===== config.mk =====
export PLATFORM = sky130hd
export DESIGN_NAME = res_top
export DESIGN_NICKNAME = d
export VERILOG_FILES = /design/src/res_pkg.sv /design/src/res_seq_if.sv /design/src/res_soft_start.sv /design/src/res_ilim_guard.sv /design/src/res_top.sv
export VERILOG_INCLUDE_DIRS = /design/src
export SDC_FILE = /design/constraint.sdc
export NUM_CORES = 1
export LEC_CHECK = 0
export ABC_AREA = 1
export ABC_CLOCK_PERIOD_IN_PS = 8150
export BUFFER_PORTS_ARGS = -buffer_cell sky130_fd_sc_hd__buf_2
export CORE_MARGIN = 1.5
export CORE_UTILIZATION = 50
export CTS_CLUSTER_SIZE = 30
export DETAILED_ROUTE_END_ITERATION = 6
export PLACE_DENSITY = 0.76
export REMOVE_ABC_BUFFERS = 1
export SLEW_MARGIN = 20
export SYNTH_ARGS = -nofsm -noshare
export SYNTH_HDL_FRONTEND = slang
export SYNTH_SLANG_ARGS = --single-unit

===== constraint.sdc =====
create_clock -name ref_clk -period 8.15 [get_ports ref_clk]
set_input_delay 1.63 -clock ref_clk [delete_from_list [all_inputs] [get_ports ref_clk]]
set_output_delay 1.63 -clock ref_clk [all_outputs]
set_load 0.005 [all_outputs]

===== src/res_regs.svh =====
`ifndef RES_REGS_SVH
`define RES_REGS_SVH
// ****************************************
// register offsets
// ****************************************
`define RES_ADDR_VSET_LO   8'h00
`define RES_ADDR_VSET_HI   8'h01
`define RES_ADDR_CTRL      8'h02
`define RES_ADDR_MON       8'h05
// ****************************************
// field positions and reset values
// ****************************************
`define RES_RUN_BIT        7
`define RES_BLEED_BIT      7
`define RES_MODE_LO_BIT    0
`define RES_MODE_HI_BIT    1
`define RES_MON_ON_BIT     7
`define RES_MON_COOL_BIT   6
`define RES_MON_RAMP_BIT   1
`define RES_MON_RUN_BIT    0
`define RES_VSET_RST       8'hC0
`define RES_CTRL_RST       8'h82
// ****************************************
// timing
// ****************************************
`define RES_ILIM_TRIP_CNT  5'h10
`define RES_OFF_TIME_US    1700
`define RES_CLK_KHZ        10000
`define RES_OFF_CYC        ((`RES_OFF_TIME_US * `RES_CLK_KHZ) / 1000)
`define RES_RAMP_STEP_CYC  4'h4
`endif


===== src/res_pkg.sv =====
package res_pkg;
	// one-hot sequencer states
	typedef enum logic [3:0] {
		RES_OFF  = 4'b0001,
		RES_RAMP = 4'b0010,
		RES_RUN  = 4'b0100,
		RES_COOL = 4'b1000
	} res_state_t;
	typedef logic [6:0] res_code_t;
endpackage


===== src/res_seq_if.sv =====
`timescale 1ns/1ps
`default_nettype none
interface res_seq_if;
	import res_pkg::*;
	logic      ramping;
	logic      running;
	logic      cooling;
	logic      switching;
	res_code_t target;
	res_code_t ref_code;
	logic      ramp_done;
	logic      ilim_trip;
	logic      cool_done;
	modport ctl   (output ramping, running, cooling, switching, target,
	               input ref_code, ramp_done, ilim_trip, cool_done);
	modport ramp  (input ramping, running, target, output ref_code, ramp_done);
	modport guard (input switching, cooling, output ilim_trip, cool_done);
endinterface
`default_nettype wire


===== src/res_soft_start.sv =====
`timescale 1ns/1ps
`default_nettype none
`include "res_regs.svh"
module res_soft_start
	import res_pkg::*;
(
	input  wire logic ref_clk,
	input  wire logic resetn,
	res_seq_if.ramp   seq
);
	logic [3:0] step_ff;
	res_code_t  ref_ff;

	// step pacing: one code step per pacing period keeps surge current low
	always_ff @(posedge ref_clk or negedge resetn) begin
		if (!resetn) begin
			step_ff <= 4'h0;
		end else if (!seq.ramping || step_ff == `RES_RAMP_STEP_CYC - 4'h1) begin
			step_ff <= 4'h0;
		end else begin
			step_ff <= step_ff + 4'h1;
		end
	end

	// reference climbs from zero while ramping, tracks target while running
	always_ff @(posedge ref_clk or negedge resetn) begin
		if (!resetn) begin
			ref_ff <= 7'h00;
		end else if (seq.running) begin
			ref_ff <= seq.target;
		end else if (!seq.ramping) begin
			ref_ff <= 7'h00;
		end else if (step_ff == `RES_RAMP_STEP_CYC - 4'h1) begin
			if (ref_ff < seq.target) begin
				ref_ff <= ref_ff + 7'h01;
			end else if (ref_ff > seq.target) begin
				ref_ff <= ref_ff - 7'h01;
			end
		end
	end

	assign seq.ref_code  = ref_ff;
	assign seq.ramp_done = seq.ramping && (ref_ff == seq.target);
endmodule
`default_nettype wire


===== src/res_ilim_guard.sv =====
`timescale 1ns/1ps
`default_nettype none
`include "res_regs.svh"
module res_ilim_guard
	import res_pkg::*;
#(
	parameter int OFF_CYC = `RES_OFF_CYC
)(
	input  wire logic ref_clk,
	input  wire logic resetn,
	input  wire logic ilim_hit,
	input  wire logic cycle_end,
	res_seq_if.guard  seq
);
	logic [4:0]  hit_cnt_ff;
	logic [14:0] off_tmr_ff;

	// consecutive limit cycles; any clean cycle starts the count over
	always_ff @(posedge ref_clk or negedge resetn) begin
		if (!resetn) begin
			hit_cnt_ff <= 5'h00;
		end else if (!seq.switching) begin
			hit_cnt_ff <= 5'h00;
		end else if (cycle_end) begin
			hit_cnt_ff <= ilim_hit ? hit_cnt_ff + 5'h01 : 5'h00;
		end
	end

	assign seq.ilim_trip = seq.switching && cycle_end && ilim_hit
	                       && (hit_cnt_ff == `RES_ILIM_TRIP_CNT - 5'h01);

	// off timer on the internal clock, loaded at the trip
	always_ff @(posedge ref_clk or negedge resetn) begin
		if (!resetn) begin
			off_tmr_ff <= 15'h0000;
		end else if (seq.ilim_trip) begin
			off_tmr_ff <= 15'(OFF_CYC - 1);
		end else if (off_tmr_ff != 15'h0000) begin
			off_tmr_ff <= off_tmr_ff - 15'h0001;
		end
	end

	assign seq.cool_done = seq.cooling && (off_tmr_ff == 15'h0000);
endmodule
`default_nettype wire


===== src/res_top.sv =====
// What this block does
// - enable pin low forces shutdown, output off
// - registers stay accessible with pin low
// - pin low never alters register contents
// - power-on reset loads all register defaults
// - bleed bit plus off request connects discharge
// - enable rise with run bit starts soft-start
// - soft-start ramps reference, rectifier held off
// - sixteen limit cycles tri-state, wait 1700us
// - both run bits reset to one
// - select pin picks which run bit gates
// - mode bits with select pick pulse/PWM
// - select pin picks voltage setting register
`timescale 1ns/1ps
`default_nettype none
`include "res_regs.svh"
module res_top
	import res_pkg::*;
#(
	parameter int OFF_CYC = `RES_OFF_CYC
)(
	input  wire logic       ref_clk,
	input  wire logic       resetn,
	input  wire logic       supply_ok,
	input  wire logic       hw_enable_pin,
	input  wire logic       voltage_select_pin,
	input  wire logic       ilim_hit,
	input  wire logic       cycle_end,
	input  wire logic [7:0] reg_addr,
	input  wire logic [7:0] reg_wdata,
	input  wire logic       reg_wr,
	input  wire logic       reg_rd,
	output logic      [7:0] reg_rdata,
	output logic            regulator_on,
	output logic            switch_tristate,
	output logic            discharge_on,
	output logic            sync_rect_en,
	output logic            forced_fixed_freq_mode,
	output logic            light_load_pulse_mode,
	output logic      [6:0] ref_level,
	output logic      [6:0] vout_code
);
	// ****************************************
	// declarations
	// ****************************************
	res_seq_if  seq ();
	res_state_t state_ff;
	res_state_t nxt_state;
	logic [7:0] vset_lo_ff;
	logic [7:0] vset_hi_ff;
	logic [7:0] ctrl_ff;
	logic [7:0] rdata_ff;
	logic [7:0] nxt_rdata;
	logic       run_req_q_ff;
	logic       run_bit;
	logic       run_req;
	logic       run_rise;
	logic       forced;
	res_code_t  target;
	logic [14:0] cool_len_ff;

	// ****************************************
	// register file
	// ****************************************

	// only the bus writes these; the enable pin is deliberately absent
	// so shutdown keeps whatever software programmed
	always_ff @(posedge ref_clk or negedge resetn) begin
		if (!resetn) begin
			vset_lo_ff <= `RES_VSET_RST;
			vset_hi_ff <= `RES_VSET_RST;
			ctrl_ff    <= `RES_CTRL_RST;
		end else if (reg_wr && supply_ok) begin
			unique case (reg_addr)
				`RES_ADDR_VSET_LO: begin
					vset_lo_ff <= reg_wdata;
				end
				`RES_ADDR_VSET_HI: begin
					vset_hi_ff <= reg_wdata;
				end
				`RES_ADDR_CTRL: begin
					ctrl_ff <= reg_wdata;
				end
				default: begin
					// unmapped or read-only: ignored
				end
			endcase
		end
	end

	// read mux; unmapped offsets and a starved supply read as zero
	always_comb begin
		nxt_rdata = 8'h00;
		if (reg_rd && supply_ok) begin
			unique case (reg_addr)
				`RES_ADDR_VSET_LO: begin
					nxt_rdata = vset_lo_ff;
				end
				`RES_ADDR_VSET_HI: begin
					nxt_rdata = vset_hi_ff;
				end
				`RES_ADDR_CTRL: begin
					nxt_rdata = ctrl_ff;
				end
				`RES_ADDR_MON: begin
					nxt_rdata = 8'h00;
					nxt_rdata[`RES_MON_ON_BIT]   = regulator_on;
					nxt_rdata[`RES_MON_COOL_BIT] = seq.cooling;
					nxt_rdata[`RES_MON_RAMP_BIT] = seq.ramping;
					nxt_rdata[`RES_MON_RUN_BIT]  = seq.running;
				end
				default: begin
					nxt_rdata = 8'h00;
				end
			endcase
		end
	end

	// read data stands only in the cycle after the strobe
	always_ff @(posedge ref_clk or negedge resetn) begin
		if (!resetn) begin
			rdata_ff <= 8'h00;
		end else begin
			rdata_ff <= nxt_rdata;
		end
	end

	assign reg_rdata = rdata_ff;

	// ****************************************
	// enable decode
	// ****************************************

	// select pin chooses which software run bit and which setting apply
	assign run_bit = voltage_select_pin ? vset_hi_ff[`RES_RUN_BIT]
	                                    : vset_lo_ff[`RES_RUN_BIT];
	assign run_req = hw_enable_pin && run_bit;
	assign target  = voltage_select_pin ? vset_hi_ff[6:0] : vset_lo_ff[6:0];
	assign forced  = voltage_select_pin ? ctrl_ff[`RES_MODE_HI_BIT]
	                                    : ctrl_ff[`RES_MODE_LO_BIT];

	// previous request level for start edge detection; resets low so a
	// request already present at release counts as a fresh start
	always_ff @(posedge ref_clk or negedge resetn) begin
		if (!resetn) begin
			run_req_q_ff <= 1'b0;
		end else begin
			run_req_q_ff <= run_req;
		end
	end

	assign run_rise = run_req && !run_req_q_ff;

	// ****************************************
	// sequencer
	// ****************************************

	// losing the request always wins; a trip beats ramp completion
	always_comb begin
		nxt_state = state_ff;
		unique case (state_ff)
			RES_OFF: begin
				if (run_rise) begin
					nxt_state = RES_RAMP;
				end
			end
			RES_RAMP: begin
				if (!run_req) begin
					nxt_state = RES_OFF;
				end else if (seq.ilim_trip) begin
					nxt_state = RES_COOL;
				end else if (seq.ramp_done) begin
					nxt_state = RES_RUN;
				end
			end
			RES_RUN: begin
				if (!run_req) begin
					nxt_state = RES_OFF;
				end else if (seq.ilim_trip) begin
					nxt_state = RES_COOL;
				end
			end
			RES_COOL: begin
				if (!run_req) begin
					nxt_state = RES_OFF;
				end else if (seq.cool_done) begin
					nxt_state = RES_RAMP;
				end
			end
			default: begin
				nxt_state = RES_OFF;
			end
		endcase
	end

	always_ff @(posedge ref_clk or negedge resetn) begin
		if (!resetn) begin
			state_ff <= RES_OFF;
		end else begin
			state_ff <= nxt_state;
		end
	end

	// ****************************************
	// submodules
	// ****************************************
	assign seq.ramping   = (state_ff == RES_RAMP);
	assign seq.running   = (state_ff == RES_RUN);
	assign seq.cooling   = (state_ff == RES_COOL);
	assign seq.switching = seq.ramping || seq.running;
	assign seq.target    = target;

	res_soft_start u_ramp (
		.ref_clk (ref_clk),
		.resetn  (resetn),
		.seq     (seq.ramp)
	);

	res_ilim_guard #(
		.OFF_CYC (OFF_CYC)
	) u_guard (
		.ref_clk   (ref_clk),
		.resetn    (resetn),
		.ilim_hit  (ilim_hit),
		.cycle_end (cycle_end),
		.seq       (seq.guard)
	);

	// ****************************************
	// outputs
	// ****************************************

	// switch and rectifier controls follow the state flops directly; discharge decodes the bleed bit, enable pin and selected run bit
	assign regulator_on    = seq.switching;
	assign switch_tristate = !seq.switching;
	assign sync_rect_en    = seq.running;
	assign discharge_on    = ctrl_ff[`RES_BLEED_BIT]
	                         && (!hw_enable_pin || !run_bit);
	assign forced_fixed_freq_mode = forced;
	assign light_load_pulse_mode  = !forced;
	assign ref_level = seq.ref_code;
	assign vout_code = target;

	// ****************************************
	// checks
	// ****************************************

	// cycles spent in the off-time state, read only by a check
	always_ff @(posedge ref_clk or negedge resetn) begin
		if (!resetn) begin
			cool_len_ff <= 15'h0000;
		end else if (state_ff != RES_COOL) begin
			cool_len_ff <= 15'h0000;
		end else begin
			cool_len_ff <= cool_len_ff + 15'h0001;
		end
	end
endmodule
`default_nettype wire


* Word-level counts from Yosys, hierarchy flattened
Index checks and enable logic that the tools add are counted.
Storage, ports and cells: register bits after elaboration 68, latch bits 0, memory bits (writable) 0, bits in read-only memories 0, input port bits 25, output and inout bits 28, memories kept 0
Cells by class: add/sub/neg operators 5, multipliers 0, div/mod/pow operators 0, $lt $le $gt $ge 2, equal/unequal tests 17, shift operators 0, multiplexer cells 25, bitwise gates (word level) 0, reductions and logical operators 28
Operators by type and width (number):
- 2-to-1 mux 7 bit | 6
- 2-to-1 mux 4 bit | 9
- case mux 8 bit (4 select lines) | 1
- 2-to-1 mux 15 bit | 2
- case mux 4 bit (4 select lines) | 1
- zero test 15 bit | 1
- 2-to-1 mux 5 bit | 3
- nonzero test 15 bit | 1
- subtractor 15 x 1 -> 15 bit, second input constant | 1
- logical AND 1 bit | 10
- equality test 4 x 2 -> 1 bit, second input constant | 2
- equality test 8 x 1 -> 1 bit, second input constant | 1
- equality test 8 x 2 -> 1 bit, second input constant | 1
- equality test 8 x 3 -> 1 bit, second input constant | 1
- zero test 8 bit | 1
- 2-to-1 mux 8 bit | 1
- AND reduction 2 bit | 4
- adder 7 x 1 -> 7 bit, second input constant | 1
- equality test 7 bit | 1
- greater-than comparator 7 bit | 1
- less-than comparator 7 bit | 1
- subtractor 7 x 1 -> 7 bit, second input constant | 1
- zero test 1 bit | 6
- != test 3 bit, second input constant | 2
- other kinds (14) | 18

* Longest topological paths before layout
depth after elaboration 8, gate-level depth with buffers 19, depth with buffers taken out 18

* Modules after synthesis
Synthesis repeated with hierarchy kept, for this count alone.
Second synthesis, totals: cell total of the unflattened synthesis 569, area, all modules 4311.6 µm²
Modules (own cells, without submodules):
- res_top | instances 1, cells an instance 261, area an instance 2055.7 µm², sequential area each 934.6 µm²
- res_ilim_guard | instances 1, cells an instance 163, area an instance 1216.2 µm², sequential area each 500.5 µm²
- res_soft_start | instances 1, cells an instance 145, area an instance 1039.7 µm², sequential area each 275.3 µm²

* Least setup slack after synthesis
Ideal clock, no wire load.
kind input to register, from input voltage_select_pin, to register u_ramp.ref_ff[5] (netlist: u_ramp.seq.ref_code[5]), library setup time 116 ps, arrival time 4082 ps, slack 3951 ps, cell stages on the path 18, path through buf_2 clkbuf_1 nand2_1 o21ai_0 ha_1 nand2_1 inv_1 a21oi_1 nand2_1 ha_1 nand2_1 or2_2 nand3_1 nand2_1 nand3_1 nand2_1 nand2_1 nand2_1
On the way: cells in the longest elaborated chain, start to end 6, elaborated cells on any way between the ends 9, those cells by class order compare (2); eq/ne (1); mux (5); reduce/logical (1)
Ends and longest elaborated chain:
- from (decl) | RTL line res_top.sv:26 | input wire logic voltage_select_pin,
- 2-to-1 mux 7 bit (*) | RTL line res_top.sv:138 | assign target = voltage_select_pin ? vset_hi_ff[6:0] : vset_lo_ff[6:0];
- less-than comparator 7 bit | RTL line res_soft_start.sv:34 | if (ref_ff < seq.target) begin
- 2-to-1 mux 7 bit | RTL line res_soft_start.sv:34
- 2-to-1 mux 7 bit | RTL line res_soft_start.sv:33 | end else if (step_ff == `RES_RAMP_STEP_CYC - 4'h1) begin
- 2-to-1 mux 7 bit | RTL line res_soft_start.sv:31 | end else if (!seq.ramping) begin
- 2-to-1 mux 7 bit | RTL line res_soft_start.sv:29 | end else if (seq.running) begin
- to (signal assigned) | RTL line res_soft_start.sv:30 | ref_ff <= seq.target;
- to (signal assigned) | RTL line res_soft_start.sv:35 | ref_ff <= ref_ff + 7'h01;
- to (signal assigned) | RTL line res_soft_start.sv:37 | ref_ff <= ref_ff - 7'h01;
- to (decl) | RTL line res_soft_start.sv:12 | res_code_t ref_ff;
Every way passes the cells marked *; elsewhere a longest branch is shown, timed or not. The select of a mux whose other input is x is not followed. A chain may end at the register's enable or synchronous reset.

* Final worst setup path
from input voltage_select_pin, to register u_ramp.ref_ff[4] (netlist: u_ramp.seq.ref_code[4])
Same word-level chain as after synthesis.

==> qor.yml <==
run_status:
  run_status: "finished clean"
logic_synthesis:
  yosys_warnings: 0
  synth_seq_cells: 68
  syn_avg_cell_area_um2: 7.82
  syn_area_um2: 3980
  synthesis.instances: 508
  seq_total_area_yosys_pct: 43.0
  synth-edff-count: 0
  synth_largest_area_cell: "dfrtp_1"
  synth.top_cell.area_share_pct: 38.4
  asr_flop_ratio_synth_pct: 100
  synth.lib_cells_used.distinct: 38
  post_synth_main_area_contributors: "dfrtp_1, nand2_1, inv_1, ha_1, dfstp_2"
  yosys_most_used_dff: "dfrtp_1"
timing:
  transition_time_of_the_tightest_slew_check_pin_ps: 856
  finalMaxSlewViolations: 0
  timing.final.hold_violations: 0
  final-setup-viol-count: 0
  max_slew_margin_pct: 42.9
  max_clock_freq_mhz: 232
  final.min_clock_period_ps: 4320
  post-route-period-util_pct: 53.0
  clock_skew_ps: 13.8
  final_total_negative_setup_slack_ps: 0
  rsz0062_at_grt: "false"
pwr:
  power.combinational.fraction_pct: 23.9
  seq_power_share_pct: 42.4
  irDropWorstVdd_v: 0.0000989
  clock_power_share_pct: 33.7
  power.share.switching_pct: 33.1
  pwr_density_cell_nw_per_um2: 194
  total_switching_power_mw: 0.291
  p_leak_nw: 2.41
  internal_power_mw: 0.588
  p_total_mw: 0.879
floorplanning:
  core_area_um2: 7730
  vertical_die_dimension_um: 92.2
  placement_rows: 32
  io_pins: 53
  dieArea_um2: 8490
  die_w_um: 92.2
  initial_utilization_pct: 51.4
placement:
  place.port_buffers: 52
  globalplace.congestion: 0.870
  dp_hpwl_um: 6550
route:
  drtPass1Iterations: 4
  drc: 0
  routed_via_density: 5.19
  per_cell_routed_wire_length_um: 13.6
  wl_um: 9120
  antenna_left: 0
  routed-via-count: 3495
  first_iter_violations: 236
cells_and_area:
  final_layout_size_suffix_gt1_share_pct: 19.1
  area_occupied_by_multi_input_gates_um2: 1890
  fillCellCount: 716
  finalNetCount: 609
  sequential_cell_area_um2: 1710
  count_of_antenna_diodes_in_the_layout: 0
  area.growth.synth_to_final_pct: 14.1
clock_tree:
  insertion_delay_of_the_later_clocked_pin_in_the_worst_skew_pair_ps: 350
  cts_max_level: 3
  cts_max_path_buffers: 2
  clkSinkCount: 68
  clk_transition_reported_paths_ps: 80
  tritoncts: "done"
  numCtsBuffers: 9
  cts-root-buf: "clkbuf_8"
  holdBufCountCts: 0
  postCtsSetupBuffers: 0
  cts_repair_resize_count: 0
global_route:
  grt_pass1_vias: 3386
  largest_net_degree_at_the_start_of_global_routing: 69
  grt_overflow: 0
  first_pass_grt_wire_length_um: 15300
  track_usage_pct: 23.3
  antenna_found_initial: 0
worst_hold_path:
  hold_start: "u_ramp.step_ff[0]"
  classification_of_the_worst_slack_hold_path: "reg2reg"
  min_delay_path_depth: 1
  min_to: "u_ramp.step_ff[0]"
setup_path:
  setup.reg_to_reg.worst_slack_ps: 4950
  critical_path_required_ps: 8390
  arrival_ps: 4560
  crit-reg2reg-launch: "vset_lo_ff[2]"
  critPathCaptureType: "flip-flop"
  timing.critical_path.from_type: "input port"
  worstRegToRegCells: 13
  timing.rr.end: "u_ramp.seq.ref_code[4]"
  crit_fanout: 17
  setup.worst_path.class: "in2reg"
run:
  cap_violations: 0
## layout by cell type (no fill, tap or decap), types with 3 or more instances in the layout
cell type	n
buf_2	52
clkbuf_8	11
o21ai_2	9
dfrtp_1	61
nand2_1	129
o21ai_1	10
ha_1	17
inv_1	84
a31oi_1	5
o21ai_0	35
or2_2	3
nand2_2	6
xor2_1	7
nand4_1	10
nor3_1	4
dfstp_2	7
nand3_1	27
xnor2_1	5
nor2_1	42
nand3_2	3
a21oi_1	16
## power by group through the flow
stage / Combinational [mW] / Clock (mW) / Sequential, mW
detailed placement: 0.208 / 0 / 0.379
floorplan: 0.144 / 0 / 0.376
CTS: 0.209 / 0.300 / 0.373
global placement: 0.197 / 0 / 0.379
finish: 0.210 / 0.296 / 0.373
global route: 0.239 / 0.317 / 0.377
## area by class of cell
cell class,count,area share [%]
inverters,86,7.12
well taps,102,2.81
repair buffers,53,5.91
clock inverters,5,1.32
multi-input cells,348,41.8
flip-flops and latches,68,37.7
clock buffers,11,3.34
## routing by layer
layer	vias up	GRT usage, %	wire length (µm)	share of wire [%]
met5	-	0	0	0
met4	0	11.0	204	2.2
met3	21	4.81	497	5.4
met2	89	39.3	4440	49
met1	1644	28.3	3990	44
li1	1741	-	-	-
## registers in the layout, summed over array words and instances (netlist names)
name and flops:
u_guard.off_tmr_ff 15, ctrl_ff 8, reg_rdata 8, vset_hi_ff 8, vset_lo_ff 8, u_ramp.seq.ref_code 7, u_guard.hit_cnt_ff 5, state_ff 4
u_ramp.step_ff 4, run_req_q_ff 1
## metrics by stage
| stage | util (%) | hold slack [ps] | worst slack (ps) | area (µm²) | instances |
|---|---|---|---|---|---|
| finish | 58.7 | 460 | 3830 | 4530 | 673 |
| global route | 58.7 | 505 | 3630 | 4530 | 673 |
| CTS | 58.7 | 468 | 3900 | 4530 | 673 |
| detailed placement | 55.9 | 459 | 3520 | 4320 | 657 |
| global placement | 55.9 | 451 | 3730 | 4320 | 657 |
| floorplan | - | 433 | 4290 | 3930 | 502 |
## cells in the mapped netlist (3+ instances only)
library cell and n:
a21oi_1 16, a31oi_1 5, buf_6 3, dfrtp_1 61
dfstp_2 7, ha_1 17, inv_1 84, nand2_1 129
nand2_2 6, nand3_1 27, nand3_2 3, nand4_1 10
nor2_1 42, nor3_1 4, o21ai_0 35, o21ai_1 10
o21ai_2 9, or2_2 3, xnor2_1 5, xor2_1 7
## worst max-delay path: stages
cell and delay (ps):
buf_2 200, o21ai_0 480, ha_1 360, a21oi_1 150, nand2_1 70, nand2_1 110
nand2_1 260, ha_1 440, a21oi_1 250, o21ai_0 170, o21ai_0 210, o21ai_0 110
nand2_1 70, nand2_1 50
## logic make-up (layout without fill, tap and decap cells)
logic type	count (synthesis)	after routing	share of synthesized area, %
flip-flops	68	68	43.0
AND/OR/NAND/NOR	237	237	27.5
AO/OA/AOI/OAI	80	80	11.4
adder cells (fa/ha/maj)	18	18	5.85
multiplexers	1	1	0.283
buffers and inverters	92	155	9.32
XOR/XNOR	12	12	2.64
## worst max path at each step
stage                            start                endpoint  slack (ps)
CTS                 voltage_select_pin  u_ramp.seq.ref_code[4]        3900
floorplan           voltage_select_pin  u_ramp.seq.ref_code[5]        4290
global route        voltage_select_pin  u_ramp.seq.ref_code[4]        3630
global placement    voltage_select_pin  u_ramp.seq.ref_code[5]        3730
finish              voltage_select_pin  u_ramp.seq.ref_code[4]        3830
detailed placement  voltage_select_pin  u_ramp.seq.ref_code[4]        3520
Note: power is estimated with default switching activity, not from simulation.
